`src/rtl/tsx_pkg.sv`:
```
/*
  Package for the tape start-stop serial transmitter: register map,
  field positions, reset values, pulse timing and the state record.
  Assumes a 25 MHz pclk and an APB master with 32-bit data.
*/
// What this block does
// (RULE1) Opened run chain stops sending; the line returns to idle marking.
// (RULE2) Each character carries five or six data pulses, selectable.
// (RULE3) Marking lets line current flow; spacing breaks it, one interval each.
// (RULE4) Pulse rate set by software register, never faster than 100 wpm.
// (RULE5) Start only with idle line, drive, tape, circuits complete, run on.
// (RULE6) Each cycle begins by advancing the tape one character.
// (RULE7) All code positions sampled together; perforated means selected.
// (RULE8) Sampled code locked in a holding register before the start pulse.
// (RULE9) The start pulse is always spacing.
// (RULE10) Line output changes only when the new pulse differs.
// (RULE11) Data pulses go out from first position to last after start.
// (RULE12) Run control closes the chain when tape interlocks are closed.
// (RULE13) Every character ends with a marking stop pulse.
// (RULE14) With the chain closed, the next character follows at once.
// (RULE15) No tape reads as all perforated; tape-out opens the run chain.
// (RULE16) Perforation sends marking, no hole spacing; idle line is marking.
// (RULE17) Chain opening mid-character finishes the character before halting.
package tsx_pkg;

  // ----------------------------------------------------------------
  // Register map (byte addresses)
  // ----------------------------------------------------------------
  localparam logic [7:0] ADDR_CTRL = 8'h00;
  localparam logic [7:0] ADDR_DIV = 8'h04;
  localparam logic [7:0] ADDR_STAT = 8'h08;
  localparam logic [7:0] ADDR_IRQ_STAT = 8'h0C;
  localparam logic [7:0] ADDR_IRQ_MASK = 8'h10;

  // Field positions
  localparam int CTRL_RUN_BIT = 0;
  localparam int CTRL_SIX_BIT = 1;
  localparam int EV_CHAR_BIT = 0;
  localparam int EV_HALT_BIT = 1;

  // ----------------------------------------------------------------
  // Timing and widths
  // ----------------------------------------------------------------
  localparam int CLK_PERIOD_NS = 40;
  // Shortest pulse interval: 100 wpm, about 13.48 ms per pulse
  localparam int PULSE_MIN_US = 13480;
  localparam int PULSE_MIN_CYC =
    (PULSE_MIN_US * 1000 + CLK_PERIOD_NS - 1) / CLK_PERIOD_NS;
  localparam int DIV_W = 24;
  localparam int CODE_W = 6;

  // Reset values
  localparam logic [1:0] CTRL_RST = 2'h0;
  localparam logic [DIV_W-1:0] DIV_RST = DIV_W'(PULSE_MIN_CYC);
  localparam logic [1:0] MASK_RST = 2'h0;

  // Line levels
  localparam logic LINE_MARK = 1'b1;
  localparam logic LINE_SPACE = 1'b0;

  typedef enum logic [2:0] {
    ST_IDLE = 3'b000,
    ST_FEED = 3'b001,
    ST_SENSE = 3'b010,
    ST_START = 3'b011,
    ST_DATA = 3'b100,
    ST_STOP = 3'b101
  } tsx_state_t;

  // Tape sensor group
  typedef struct packed {
    logic [CODE_W-1:0] code;
    logic tape_present;
    logic tight_tape;
    logic run_sw;
    logic drive_running;
    logic ext_ok;
  } tsx_sense_t;

  // APB answer group
  typedef struct packed {
    logic pready;
    logic pslverr;
    logic [31:0] prdata;
  } tsx_apb_rsp_t;

  // Whole state of the transmitter
  typedef struct packed {
    tsx_state_t fsm;
    logic [DIV_W-1:0] cnt;
    logic [2:0] pos;
    logic [CODE_W-1:0] hold;
    logic line;
    logic adv;
    logic chain;
    logic [1:0] ctrl;
    logic [DIV_W-1:0] div;
    logic [1:0] ev;
    logic [1:0] mask;
    logic irq;
    tsx_apb_rsp_t rsp;
  } tsx_regs_t;

endpackage

```
`src/rtl/tsx_top.sv`:
```
/*
  Tape start-stop serial transmitter: tape feed and sensing control,
  holding register, pulse timer and neutral line driver, APB registers
  and one level interrupt.
  Assumes sensor inputs are synchronous to pclk; with no tape in the reader
  (tape_present low) the held code is forced to all positions perforated.
*/
// The register addresses and register access over APB are this design's own decisions.
`timescale 1ns/1ps

module tsx_top #(
  parameter int MIN_PULSE_CYC = tsx_pkg::PULSE_MIN_CYC
) (
  // Clock and reset
  input wire logic pclk,
  input wire logic presetn,
  // APB slave
  input wire logic psel,
  input wire logic penable,
  input wire logic pwrite,
  input wire logic [7:0] paddr,
  input wire logic [31:0] pwdata,
  output logic pready,
  output logic pslverr,
  output logic [31:0] prdata,
  // Tape reader and interlocks
  input wire tsx_pkg::tsx_sense_t sense,
  output logic tape_advance,
  // Line and interrupt
  output logic line_mark,
  output logic irq
);

  tsx_pkg::tsx_regs_t r_q;
  tsx_pkg::tsx_regs_t r_d;
  logic chain;
  logic go;
  logic tick;
  logic last;
  logic wr;
  logic rd;
  logic [tsx_pkg::DIV_W-1:0] eff_div;
  logic [1:0] ev_set;
  logic [31:0] rdata;
  logic hit;

  // ----------------------------------------------------------------
  // Helpers
  // ----------------------------------------------------------------
  // Keep the current level unless the new pulse differs
  function automatic logic tsx_next_line(input logic cur, input logic want);
    logic res;
    res = cur;
    if (want != cur)
    begin
      res = want; // RULE10
    end
    return res;
  endfunction

  // One cycle off the pulse timer; width kept explicit
  function automatic logic [tsx_pkg::DIV_W-1:0] tsx_dec(
    input logic [tsx_pkg::DIV_W-1:0] cnt
  );
    logic [tsx_pkg::DIV_W-1:0] res;
    res = cnt - tsx_pkg::DIV_W'(1);
    return res;
  endfunction

  // A divisor below the 100 wpm limit would outrun the receivers
  function automatic logic [tsx_pkg::DIV_W-1:0] tsx_clamp(
    input logic [tsx_pkg::DIV_W-1:0] div
  );
    logic [tsx_pkg::DIV_W-1:0] lim;
    lim = tsx_pkg::DIV_W'(MIN_PULSE_CYC);
    return (div < lim) ? lim : div;
  endfunction

  // Final code position for the selected code width
  function automatic logic [2:0] tsx_last_pos(input logic six);
    logic [2:0] res;
    res = six ? 3'h5 : 3'h4;
    return res;
  endfunction

  // ----------------------------------------------------------------
  // Run chain and start condition
  // ----------------------------------------------------------------
  // Series chain: run control, tape-out and tight-tape interlocks
  assign chain = sense.run_sw & sense.tape_present & ~sense.tight_tape; // RULE12 RULE15
  assign go = chain & r_q.ctrl[tsx_pkg::CTRL_RUN_BIT] & sense.drive_running
    & sense.ext_ok & (r_q.line == tsx_pkg::LINE_MARK); // RULE5
  // Divisor below the 100 wpm limit is clamped, not trusted
  assign eff_div = tsx_clamp(r_q.div); // RULE4
  assign tick = (r_q.cnt == '0);
  assign last =
    (r_q.pos == tsx_last_pos(r_q.ctrl[tsx_pkg::CTRL_SIX_BIT])); // RULE2

  // ----------------------------------------------------------------
  // Bus decode
  // ----------------------------------------------------------------
  // Access completes on the edge after pready rises: one wait state
  assign wr = psel & penable & pwrite & r_q.rsp.pready;
  assign rd = psel & penable & ~r_q.rsp.pready;

  // Read mux; unmapped addresses answer with an error and zero
  always_comb
  begin
    rdata = 32'h0000_0000;
    hit = 1'b1;
    case (paddr)
      tsx_pkg::ADDR_CTRL: rdata[1:0] = r_q.ctrl;
      tsx_pkg::ADDR_DIV: rdata[tsx_pkg::DIV_W-1:0] = r_q.div;
      tsx_pkg::ADDR_STAT:
      begin
        rdata[0] = (r_q.fsm != tsx_pkg::ST_IDLE);
        rdata[1] = r_q.line;
        rdata[2] = r_q.chain;
        rdata[10:8] = r_q.pos;
        rdata[21:16] = r_q.hold;
      end
      tsx_pkg::ADDR_IRQ_STAT: rdata[1:0] = r_q.ev;
      tsx_pkg::ADDR_IRQ_MASK: rdata[1:0] = r_q.mask;
      default: hit = 1'b0;
    endcase
  end

  // ----------------------------------------------------------------
  // Next state
  // ----------------------------------------------------------------
  always_comb
  begin
    r_d = r_q;
    r_d.adv = 1'b0;
    r_d.chain = chain;
    ev_set = 2'b00;

    // Character sequencer: feed, sense, start, data pulses, stop
    // Each pulse lasts eff_div cycles, timed down to zero; the chain
    // is looked at only in idle and at the end of the stop pulse
    case (r_q.fsm)
      tsx_pkg::ST_IDLE:
      begin
        r_d.line = tsx_next_line(r_q.line, tsx_pkg::LINE_MARK); // RULE1 RULE16
        if (go)
        begin
          r_d.adv = 1'b1; // RULE6
          r_d.fsm = tsx_pkg::ST_FEED;
        end
      end
      tsx_pkg::ST_FEED:
      begin
        // Tape settles one cycle before the pins are read
        r_d.fsm = tsx_pkg::ST_SENSE;
      end
      tsx_pkg::ST_SENSE:
      begin
        r_d.hold = sense.code; // RULE7 RULE8
        // An empty reader must read as every position punched
        if (!sense.tape_present)
        begin
          r_d.hold = '1; // RULE15
        end
        if (!r_q.ctrl[tsx_pkg::CTRL_SIX_BIT])
        begin
          r_d.hold[5] = 1'b0; // RULE2
        end
        r_d.cnt = tsx_dec(eff_div);
        r_d.line = tsx_next_line(r_q.line, tsx_pkg::LINE_SPACE); // RULE9 RULE3
        r_d.fsm = tsx_pkg::ST_START;
      end
      tsx_pkg::ST_START:
      begin
        if (tick)
        begin
          r_d.cnt = tsx_dec(eff_div);
          r_d.pos = 3'h0;
          r_d.line = tsx_next_line(r_q.line, r_q.hold[0]); // RULE11 RULE16
          r_d.fsm = tsx_pkg::ST_DATA;
        end
        else
        begin
          r_d.cnt = tsx_dec(r_q.cnt);
        end
      end
      tsx_pkg::ST_DATA:
      begin
        if (tick)
        begin
          r_d.cnt = tsx_dec(eff_div);
          if (last)
          begin
            r_d.line = tsx_next_line(r_q.line, tsx_pkg::LINE_MARK); // RULE13
            r_d.fsm = tsx_pkg::ST_STOP;
          end
          else
          begin
            r_d.pos = r_q.pos + 3'h1;
            r_d.line = tsx_next_line(r_q.line,
              r_q.hold[r_q.pos + 3'h1]); // RULE11 RULE3
          end
        end
        else
        begin
          r_d.cnt = tsx_dec(r_q.cnt);
        end
      end
      tsx_pkg::ST_STOP:
      begin
        // Chain is only checked here, so a character is never cut short
        if (tick)
        begin
          ev_set[tsx_pkg::EV_CHAR_BIT] = 1'b1;
          if (go)
          begin
            r_d.adv = 1'b1; // RULE14 RULE6
            r_d.fsm = tsx_pkg::ST_FEED;
          end
          else
          begin
            r_d.fsm = tsx_pkg::ST_IDLE; // RULE17 RULE1
          end
        end
        else
        begin
          r_d.cnt = tsx_dec(r_q.cnt);
        end
      end
      default:
      begin
        r_d.fsm = tsx_pkg::ST_IDLE;
        r_d.line = tsx_pkg::LINE_MARK;
      end
    endcase

    // Interlock opening is reported as an event
    if (r_q.chain && !chain)
    begin
      ev_set[tsx_pkg::EV_HALT_BIT] = 1'b1; // RULE1
    end

    // Register writes
    if (wr)
    begin
      case (paddr)
        tsx_pkg::ADDR_CTRL: r_d.ctrl = pwdata[1:0];
        tsx_pkg::ADDR_DIV: r_d.div = pwdata[tsx_pkg::DIV_W-1:0]; // RULE4
        tsx_pkg::ADDR_IRQ_STAT: r_d.ev = r_q.ev & ~pwdata[1:0];
        tsx_pkg::ADDR_IRQ_MASK: r_d.mask = pwdata[1:0];
        default: r_d.ev = r_d.ev;
      endcase
    end
    // Set after clear so a simultaneous event is never lost
    r_d.ev = r_d.ev | ev_set;
    r_d.irq = |(r_d.ev & r_d.mask);

    // Bus answer
    r_d.rsp.pready = rd;
    r_d.rsp.pslverr = rd & ~hit;
    if (rd)
    begin
      r_d.rsp.prdata = (rd && !pwrite) ? rdata : 32'h0000_0000;
    end
  end

  // ----------------------------------------------------------------
  // State register
  // ----------------------------------------------------------------
  always_ff @(posedge pclk or negedge presetn)
  begin
    if (!presetn)
    begin
      r_q.fsm <= tsx_pkg::ST_IDLE;
      r_q.cnt <= '0;
      r_q.pos <= 3'h0;
      r_q.hold <= '0;
      r_q.line <= tsx_pkg::LINE_MARK;
      r_q.adv <= 1'b0;
      r_q.chain <= 1'b0;
      r_q.ctrl <= tsx_pkg::CTRL_RST;
      r_q.div <= tsx_pkg::DIV_RST;
      r_q.ev <= 2'h0;
      r_q.mask <= tsx_pkg::MASK_RST;
      r_q.irq <= 1'b0;
      r_q.rsp <= '0;
    end
    else
    begin
      r_q <= r_d;
    end
  end

  // ----------------------------------------------------------------
  // Outputs, all straight from flip-flops
  // ----------------------------------------------------------------
  assign pready = r_q.rsp.pready;
  assign pslverr = r_q.rsp.pslverr;
  assign prdata = r_q.rsp.prdata;
  assign tape_advance = r_q.adv;
  assign line_mark = r_q.line;
  assign irq = r_q.irq;

endmodule

```
`config.mk`:
```
export PLATFORM = sky130hd
export DESIGN_NAME = tsx_top
export DESIGN_NICKNAME = d
export VERILOG_FILES = /design/src/rtl/tsx_pkg.sv /design/src/rtl/tsx_top.sv
export SDC_FILE = /design/constraint.sdc
export NUM_CORES = 1
export LEC_CHECK = 0
export BUFFER_PORTS_ARGS = -buffer_cell sky130_fd_sc_hd__buf_2
export CORE_MARGIN = 2
export CORE_UTILIZATION = 59
export CTS_BUF_LIST = sky130_fd_sc_hd__clkbuf_8
export CTS_CLUSTER_SIZE = 30
export DETAILED_ROUTE_END_ITERATION = 12
export PLACE_DENSITY_LB_ADDON = 0.15
export SYNTH_ARGS = -nofsm -noshare
export SYNTH_HDL_FRONTEND = slang
export SYNTH_SLANG_ARGS = --single-unit
```
`constraint.sdc`:
```
create_clock -name pclk -period 3.5 [get_ports pclk]
set_input_delay 1.05 -clock pclk [delete_from_list [all_inputs] [get_ports pclk]]
set_output_delay 1.05 -clock pclk [all_outputs]
set_load 0.02 [all_outputs]
```
==> results of run 1 <==
-- cell type report --
cell class                      count  area [um^2]  share of cell area, %
Timing Repair Buffer               94        543.0                  8.675
Tap cell                          129        161.4                  2.578
Clock buffer                        9        123.9                  1.979
Clock inverter                      7        78.83                  1.259
Sequential cell                    96         2412                  38.54
Multi-Input combinational cell    423         2843                  45.41
Inverter                           26        97.59                  1.559
-- power groups by stage --
stage | Combinational [mW] | Clock, mW | Sequential (mW)
after detailed placement | 0.458 | 0 | 1.40
after floorplan | 0.340 | 0 | 1.36
after global routing | 0.523 | 0.823 | 1.40
after CTS | 0.461 | 0.783 | 1.38
final | 0.462 | 0.768 | 1.38
after global placement | 0.445 | 0 | 1.39
-- cell usage after synthesis, types with 6 or more instances --
library cell	n	area share (%)
dfrtp_1	88	39
nand2_1	53	3.5
o21ai_0	48	4.2
nor2_1	40	2.6
buf_4	33	4.3
mux2_2	27	5.3
inv_1	25	1.6
nor3_1	24	2.1
a21oi_1	23	2.0
clkbuf_1	19	1.3
a22o_1	13	2.0
nand3_1	13	1.1
xnor2_1	13	2.0
a222oi_1	10	1.8
buf_2	9	0.79
or4_1	9	1.2
xor2_1	9	1.4
dfstp_2	8	3.7
nor4_1	8	0.88
or3_1	8	0.88
a31oi_1	6	0.66
nand2b_1	6	0.66
-- registers in the layout, indices dropped and copies added (netlist names) --
signal	cells
pslverr	1
pready	1
line_mark	1
irq	1
prdata	24
tape_advance	1
r_q	67
-- worst register-to-register path, stage by stage (launching register included) --
cell      delay, ns
dfrtp_1        0.45
or4_1          0.57
a211oi_2       0.21
o21ai_2        0.13
or2_2          0.35
nand2_1        0.12
ha_2           0.23
nand3_1        0.16
or3_1          0.41
xor2_1         0.15
nor3_1         0.07
or3_1          0.34
-- metal layers --
metal	GRT usage [%]	vias up	part of all wire (%)
met1	44.97	2272	46
met2	43.88	197	45
met4	9.026	0	1.8
met3	3.694	27	7.2
li1	-	2255	-
met5	0	-	0
-- stage by stage --
| stage | power, mW | setup WS [ns] |
|---|---|---|
| detailed placement | 1.857 | 0.1666 |
| CTS | 2.620 | 0.1422 |
| global route | 2.746 | -0.01947 |
| finish | 2.614 | 0.1915 |
| floorplan | 1.704 | 0.4361 |
| global placement | 1.836 | 0.2134 |
-- kinds of logic (layout without fill, tap and decap cells) --
family,after synthesis,after routing,share of synthesized area (%)
other,1,8,0.06576
XOR/XNOR,22,22,3.379
flip-flops,96,96,42.30
buffers and inverters,91,136,8.644
AND/OR/NAND/NOR,204,204,19.75
multiplexers,32,32,6.648
adder cells (fa/ha/maj),4,4,0.8338
AO/OA/AOI/OAI,153,153,18.39
-- worst paths after layout --
path	to	slack (ns)	cells after the start	startpoint
worst max register to register	r_q[89]$_DFFE_PN0P_	0.19	11	r_q[60]$_DFFE_PN0P_
worst min register to register	prdata[2]$_DFFE_PN0P_	0.50	2	prdata[2]$_DFFE_PN0P_
max in group asynchronous	r_q[55]$_DFFE_PN1P_	2.25	2	presetn
worst max-delay path	r_q[89]$_DFFE_PN0P_	0.19	11	r_q[60]$_DFFE_PN0P_
min in group asynchronous	r_q[93]$_DFFE_PN0P_	0.54	1	presetn
worst min-delay path	prdata[2]$_DFFE_PN0P_	0.50	2	prdata[2]$_DFFE_PN0P_
==> flow_summary.toml, run 1 <==
[status]
outcome = "finished clean"

[power_and_ir_drop]
p_switching_mw = 0.8276
p_seq_share_pct = 52.9
netSwitchingFraction_pct = 31.66
internal_power_mw = 1.787
p_leak_nw = 3.068
p_clk_share_pct = 29.4
p_comb_share_pct = 17.7
peakVddDrop_mv = 0.2878
power_density_nw_per_um2 = 417.6

[cells_and_area]
drive_gt1_share_pct = 25.65
fillCellCount = 784
final_cell_mix = "dfrtp_1 (88), buf_2 (75), nand2_1 (53)"
syn2layout_area_growth_pct = 9.763
final_common_cell = "dfrtp_1"
num_antenna_cells = 0
final_util_pct = 67.11
fin_nets = 709
final_cells = 784
final_cell_area_um2 = 6260

[floorplan]
start_util_pct = 61.14
dieArea_um2 = 10470
coreArea_um2 = 9328
die_h_um = 102.3
rows = 35
die_x_um = 102.3
pin_count = 93

[clock_tree]
post_cts_buffers = 0
clkLatencyLatePin_ns = 0.38
clock-root-buffer = "clkbuf_8"
cts_max_path_buffers = 2
htreeDepth = 3
cts_buffers = 9
cts_tree = "yes"
cts.sinks = 96
hold_buffers = 0
clkSlewWorstSetupHoldPaths_ns = 0.10
cts_resized = 0

[min_path]
hold_class = "flip-flop to flip-flop"

[grt]
overflow = 0
antenna_found_initial = 0
grt_start_max_net_pins = 78
grt_first_pass_wirelength_um = 23810
gr-usage-all-layers_pct = 29.42
first_global_vias = 4559

[yosys]
syn_area_um2 = 5703
yosysWarnings = 0
synthCells = 603
synth_edf_count = 0
synth-main-ff-cell = "dfrtp_1"
yosysUniqueCellTypes = 78
ys_ff_latch = 96
synthArstFlopShare_pct = 100.0
ys_seq_area_share_pct = 42.30
postSynthAreaPerCell_um2 = 9.458

[run]
maxCapViolCount = 0

[timing]
max_slew_margin_pct = 47.96
finalSetupTns_ns = 0
hold_ws_ns = 0.4977
fin_crit_ns = 3.309
report.final.slew_viol_count = 0
fin_crit_sh_pct = 94.53
tightestPinTransition_ns = 0.7807
finalSetupViolCount = 0
skew_ns = 0.01481
finalHoldViolations = 0
max_freq_ghz = 0.3022

[worst_setup_path]
timing_worst_setup_path_type = "flip-flop to flip-flop"
critPathCaptureType = "flip-flop"
cpMaxStageDelayCell = "or4_1"
worst_path_largest_cell_delay_ns = 0.57
worstPathCellList = "or4_1 > a211oi_2 > o21ai_2 > or2_2 > nand2_1 > ha_2 > nand3_1 > or3_1 > xor2_1 > nor3_1 > or3_1"
cp.buffers_inverters = 0
critical_path_arrival_ns = 3.57
timing.critical_path.required_ns = 3.76
crit_fanout = 5
crit_top_cell = "or3_1"
critical-path-top-delay-family = "simple AND/OR/NAND/NOR gates"
startpoint_type = "flip-flop"

[route]
routed_via_density = 6.060
antenna_left = 0
firstDrtPassIters = 6
drt_wl_total_um = 14580
drtIter0Drc = 481
drc = 0
vias = 4751
routedWlPerCell_um = 18.60

[placed_design]
gp_congestion = 0.9146
port_buffers = 76
place_inst = 768
detailed_place.area_um2 = 6050
dp_hpwl_um = 10740
Power figures use the tool's default switching activity.
==> run 2, diff against run 1 <==
==> constraint.sdc (replaced) <==
create_clock -name pclk -period 3.5 [get_ports pclk]
set_input_delay 0.35 -clock pclk [delete_from_list [all_inputs] [get_ports pclk]]
set_output_delay 0.35 -clock pclk [all_outputs]
set_load 0.02 [all_outputs]
==> run 2 against run 1 <==
  * Critical path depth did not move
  * Sequential power about the same
  * Die area is the same
  * Worst hold slack got worse by 0.34 ns
  * Global-route usage up 0.19 points
  * Wire length rose by 1.4%
  * Clock power down 9.8%
  * Flip-flop and latch count is the same
  * Clock-buffer cell count unchanged
  * Cell count stayed put
==> flow_summary.toml, run 2 (synthesis results as in run 1) <==
[cells_and_area]
fin_nets = 709
fillCellCount = 791
largest_reg_flops = 67
syn2layout_area_growth_pct = 9.017
drive_gt1_share_pct = 25.65
top_register = "r_q"
final_common_cell = "dfrtp_1"
num_antenna_cells = 0
final_cell_mix = "dfrtp_1 (88), buf_2 (75), nand2_1 (53)"

[grt]
grt_first_pass_wirelength_um = 23920
antenna_found_initial = 0
grt_start_max_net_pins = 82
gr-usage-all-layers_pct = 29.62
overflow = 0
first_global_vias = 4678

[worst_setup_path]
regToRegEndpoint = "r_q[89]$_DFFE_PN0P_"
cpMaxStageDelayCell = "or4_1"
r2r-start = "r_q[60]$_DFFE_PN0P_"
timing_worst_setup_path_type = "flip-flop to flip-flop"
critical_path_arrival_ns = 3.57
rr_worst_depth = 11
ff2ff_setup_slack_ns = 0.17
crit_fanout = 5
critPathCaptureType = "flip-flop"
timing.critical_path.required_ns = 3.74
cp-startpoint = "r_q[60]$_DFFE_PN0P_"
critical-path-top-delay-family = "simple AND/OR/NAND/NOR gates"
crit_top_cell = "or3_1"
startpoint_type = "flip-flop"
path_depth = 11
cp.buffers_inverters = 0
critPathCapture = "r_q[89]$_DFFE_PN0P_"
worstPathCellList = "or4_1 > a211oi_1 > o21ai_2 > or2_2 > nand2_1 > ha_2 > nand3_1 > or3_1 > xor2_1 > nor3_1 > or3_1"
worst_path_largest_cell_delay_ns = 0.55

[power_and_ir_drop]
p_clk_share_pct = 27.2
p_comb_share_pct = 18.4
internal_power_mw = 1.714
netSwitchingFraction_pct = 32.68
power_density_nw_per_um2 = 409.4
total_power_mw = 2.545
p_seq_share_pct = 54.3
peakVddDrop_mv = 0.2306
p_switching_mw = 0.8317
p_leak_nw = 3.047

[route]
firstDrtPassIters = 7
drc = 0
m1WireLength_um = 6762
met3_length_um = 1103
drt_wl_total_um = 14780
drtIter0Drc = 419
routedWlPerCell_um = 18.85
routed_via_density = 6.256
top_layer = "met4"
vias = 4905
antenna_left = 0
wl_met2_um = 6678

[floorplan]
coreArea_um2 = 9328
rows = 35
dieArea_um2 = 10470
die_x_um = 102.3
start_util_pct = 61.14
pin_count = 93
die_h_um = 102.3

[placed_design]
gp_congestion = 0.8822
port_buffers = 76
dp_hpwl_um = 10820

[status]
outcome = "finished clean"

[timing]
max_freq_ghz = 0.3002
skew_ns = 0.01301
finalSetupViolCount = 0
rsz0062_at_grt = "no"
fin_crit_ns = 3.331
max_slew_margin_pct = 32.28
tightestPinTransition_ns = 1.016
fin_crit_sh_pct = 95.17
hold_ws_ns = 0.1540
finalSetupTns_ns = 0
finalHoldViolations = 0
report.final.slew_viol_count = 0

[clock_tree]
htreeDepth = 3
cts_tree = "yes"
cts_buffers = 9
hold_buffers = 0
clock-root-buffer = "clkbuf_8"
cts.sinks = 96
clkLatencyLatePin_ns = 0.36
cts_max_path_buffers = 2
clkSlewWorstSetupHoldPaths_ns = 0.10

[min_path]
hold_class = "input port to async pin"

[run]
maxCapViolCount = 0
-- run 2: changes by cell type in the layout (fill, tap and decap cells not counted) --
cell / previous run / this run
clkinvlp_4: 1 / 2
a211oi_1: 3 / 4
buf_12: 2 / 1
bufinv_16: 1 / 0
a211oi_2: 1 / 0
clkinv_2: 0 / 2
clkinv_4: 1 / 0
buf_4: 17 / 18
inv_1: 26 / 25
-- run 2: what timing repair did --
| action | in CTS | in global routing |
|---|---|---|
| endpoints found under the setup margin | 0 | 1 |
| setup buffers | 0 | 0 |
| gates resized for setup | 0 | 1 |
-- run 2: final cells by class --
class / count / area, um^2 / area share [%]
clock buffers: 9 / 123.9 / 1.992
clock inverters: 7 / 53.80 / 0.8654
inverters: 26 / 97.59 / 1.570
multi-input cells: 423 / 2838 / 45.64
flip-flops and latches: 96 / 2412 / 38.80
well taps: 129 / 161.4 / 2.596
repair buffers: 94 / 530.5 / 8.533
-- run 2: metal layers --
layer,track usage (%),vias to the layer above
met5,0,-
met2,44.64,219
met3,4.856,21
met1,44.48,2402
met4,8.205,0
li1,-,2263
-- run 2: worst min path at each step --
stage / cells after the start / slack, ns / endpoint
CTS: 1 / 0.18 / r_q[37]$_DFF_PN0_
detailed placement: 2 / 0.47 / prdata[2]$_DFFE_PN0P_
global route: 2 / 0.19 / r_q[50]$_DFFE_PN0P_
finish: 1 / 0.15 / r_q[91]$_DFFE_PN0P_
floorplan: 0 / 0.05 / irq$_DFF_PN0_
global placement: 2 / 0.46 / prdata[0]$_DFFE_PN0P_
-- run 2: metrics by stage --
step | area [um^2] | util, % | worst slack [ns] | instances
final | 6217 | 66.65 | 0.1691 | 784
after global routing | 6217 | 66.65 | 0.006215 | 784
after CTS | 6215 | 66.63 | 0.1436 | 784
after detailed placement | 6037 | 64.72 | 0.1805 | 768
after global placement | 6037 | 64.72 | 0.2634 | 768
after floorplan | 5729 | - | 0.4361 | 610
-- run 2: power by group through the flow --
stage | logic (mW) | registers [mW] | clock network, mW
floorplan | 0.340 | 1.36 | 0
global placement | 0.445 | 1.39 | 0
detailed placement | 0.461 | 1.40 | 0
CTS | 0.466 | 1.38 | 0.701
global route | 0.527 | 1.40 | 0.751
finish | 0.469 | 1.38 | 0.693
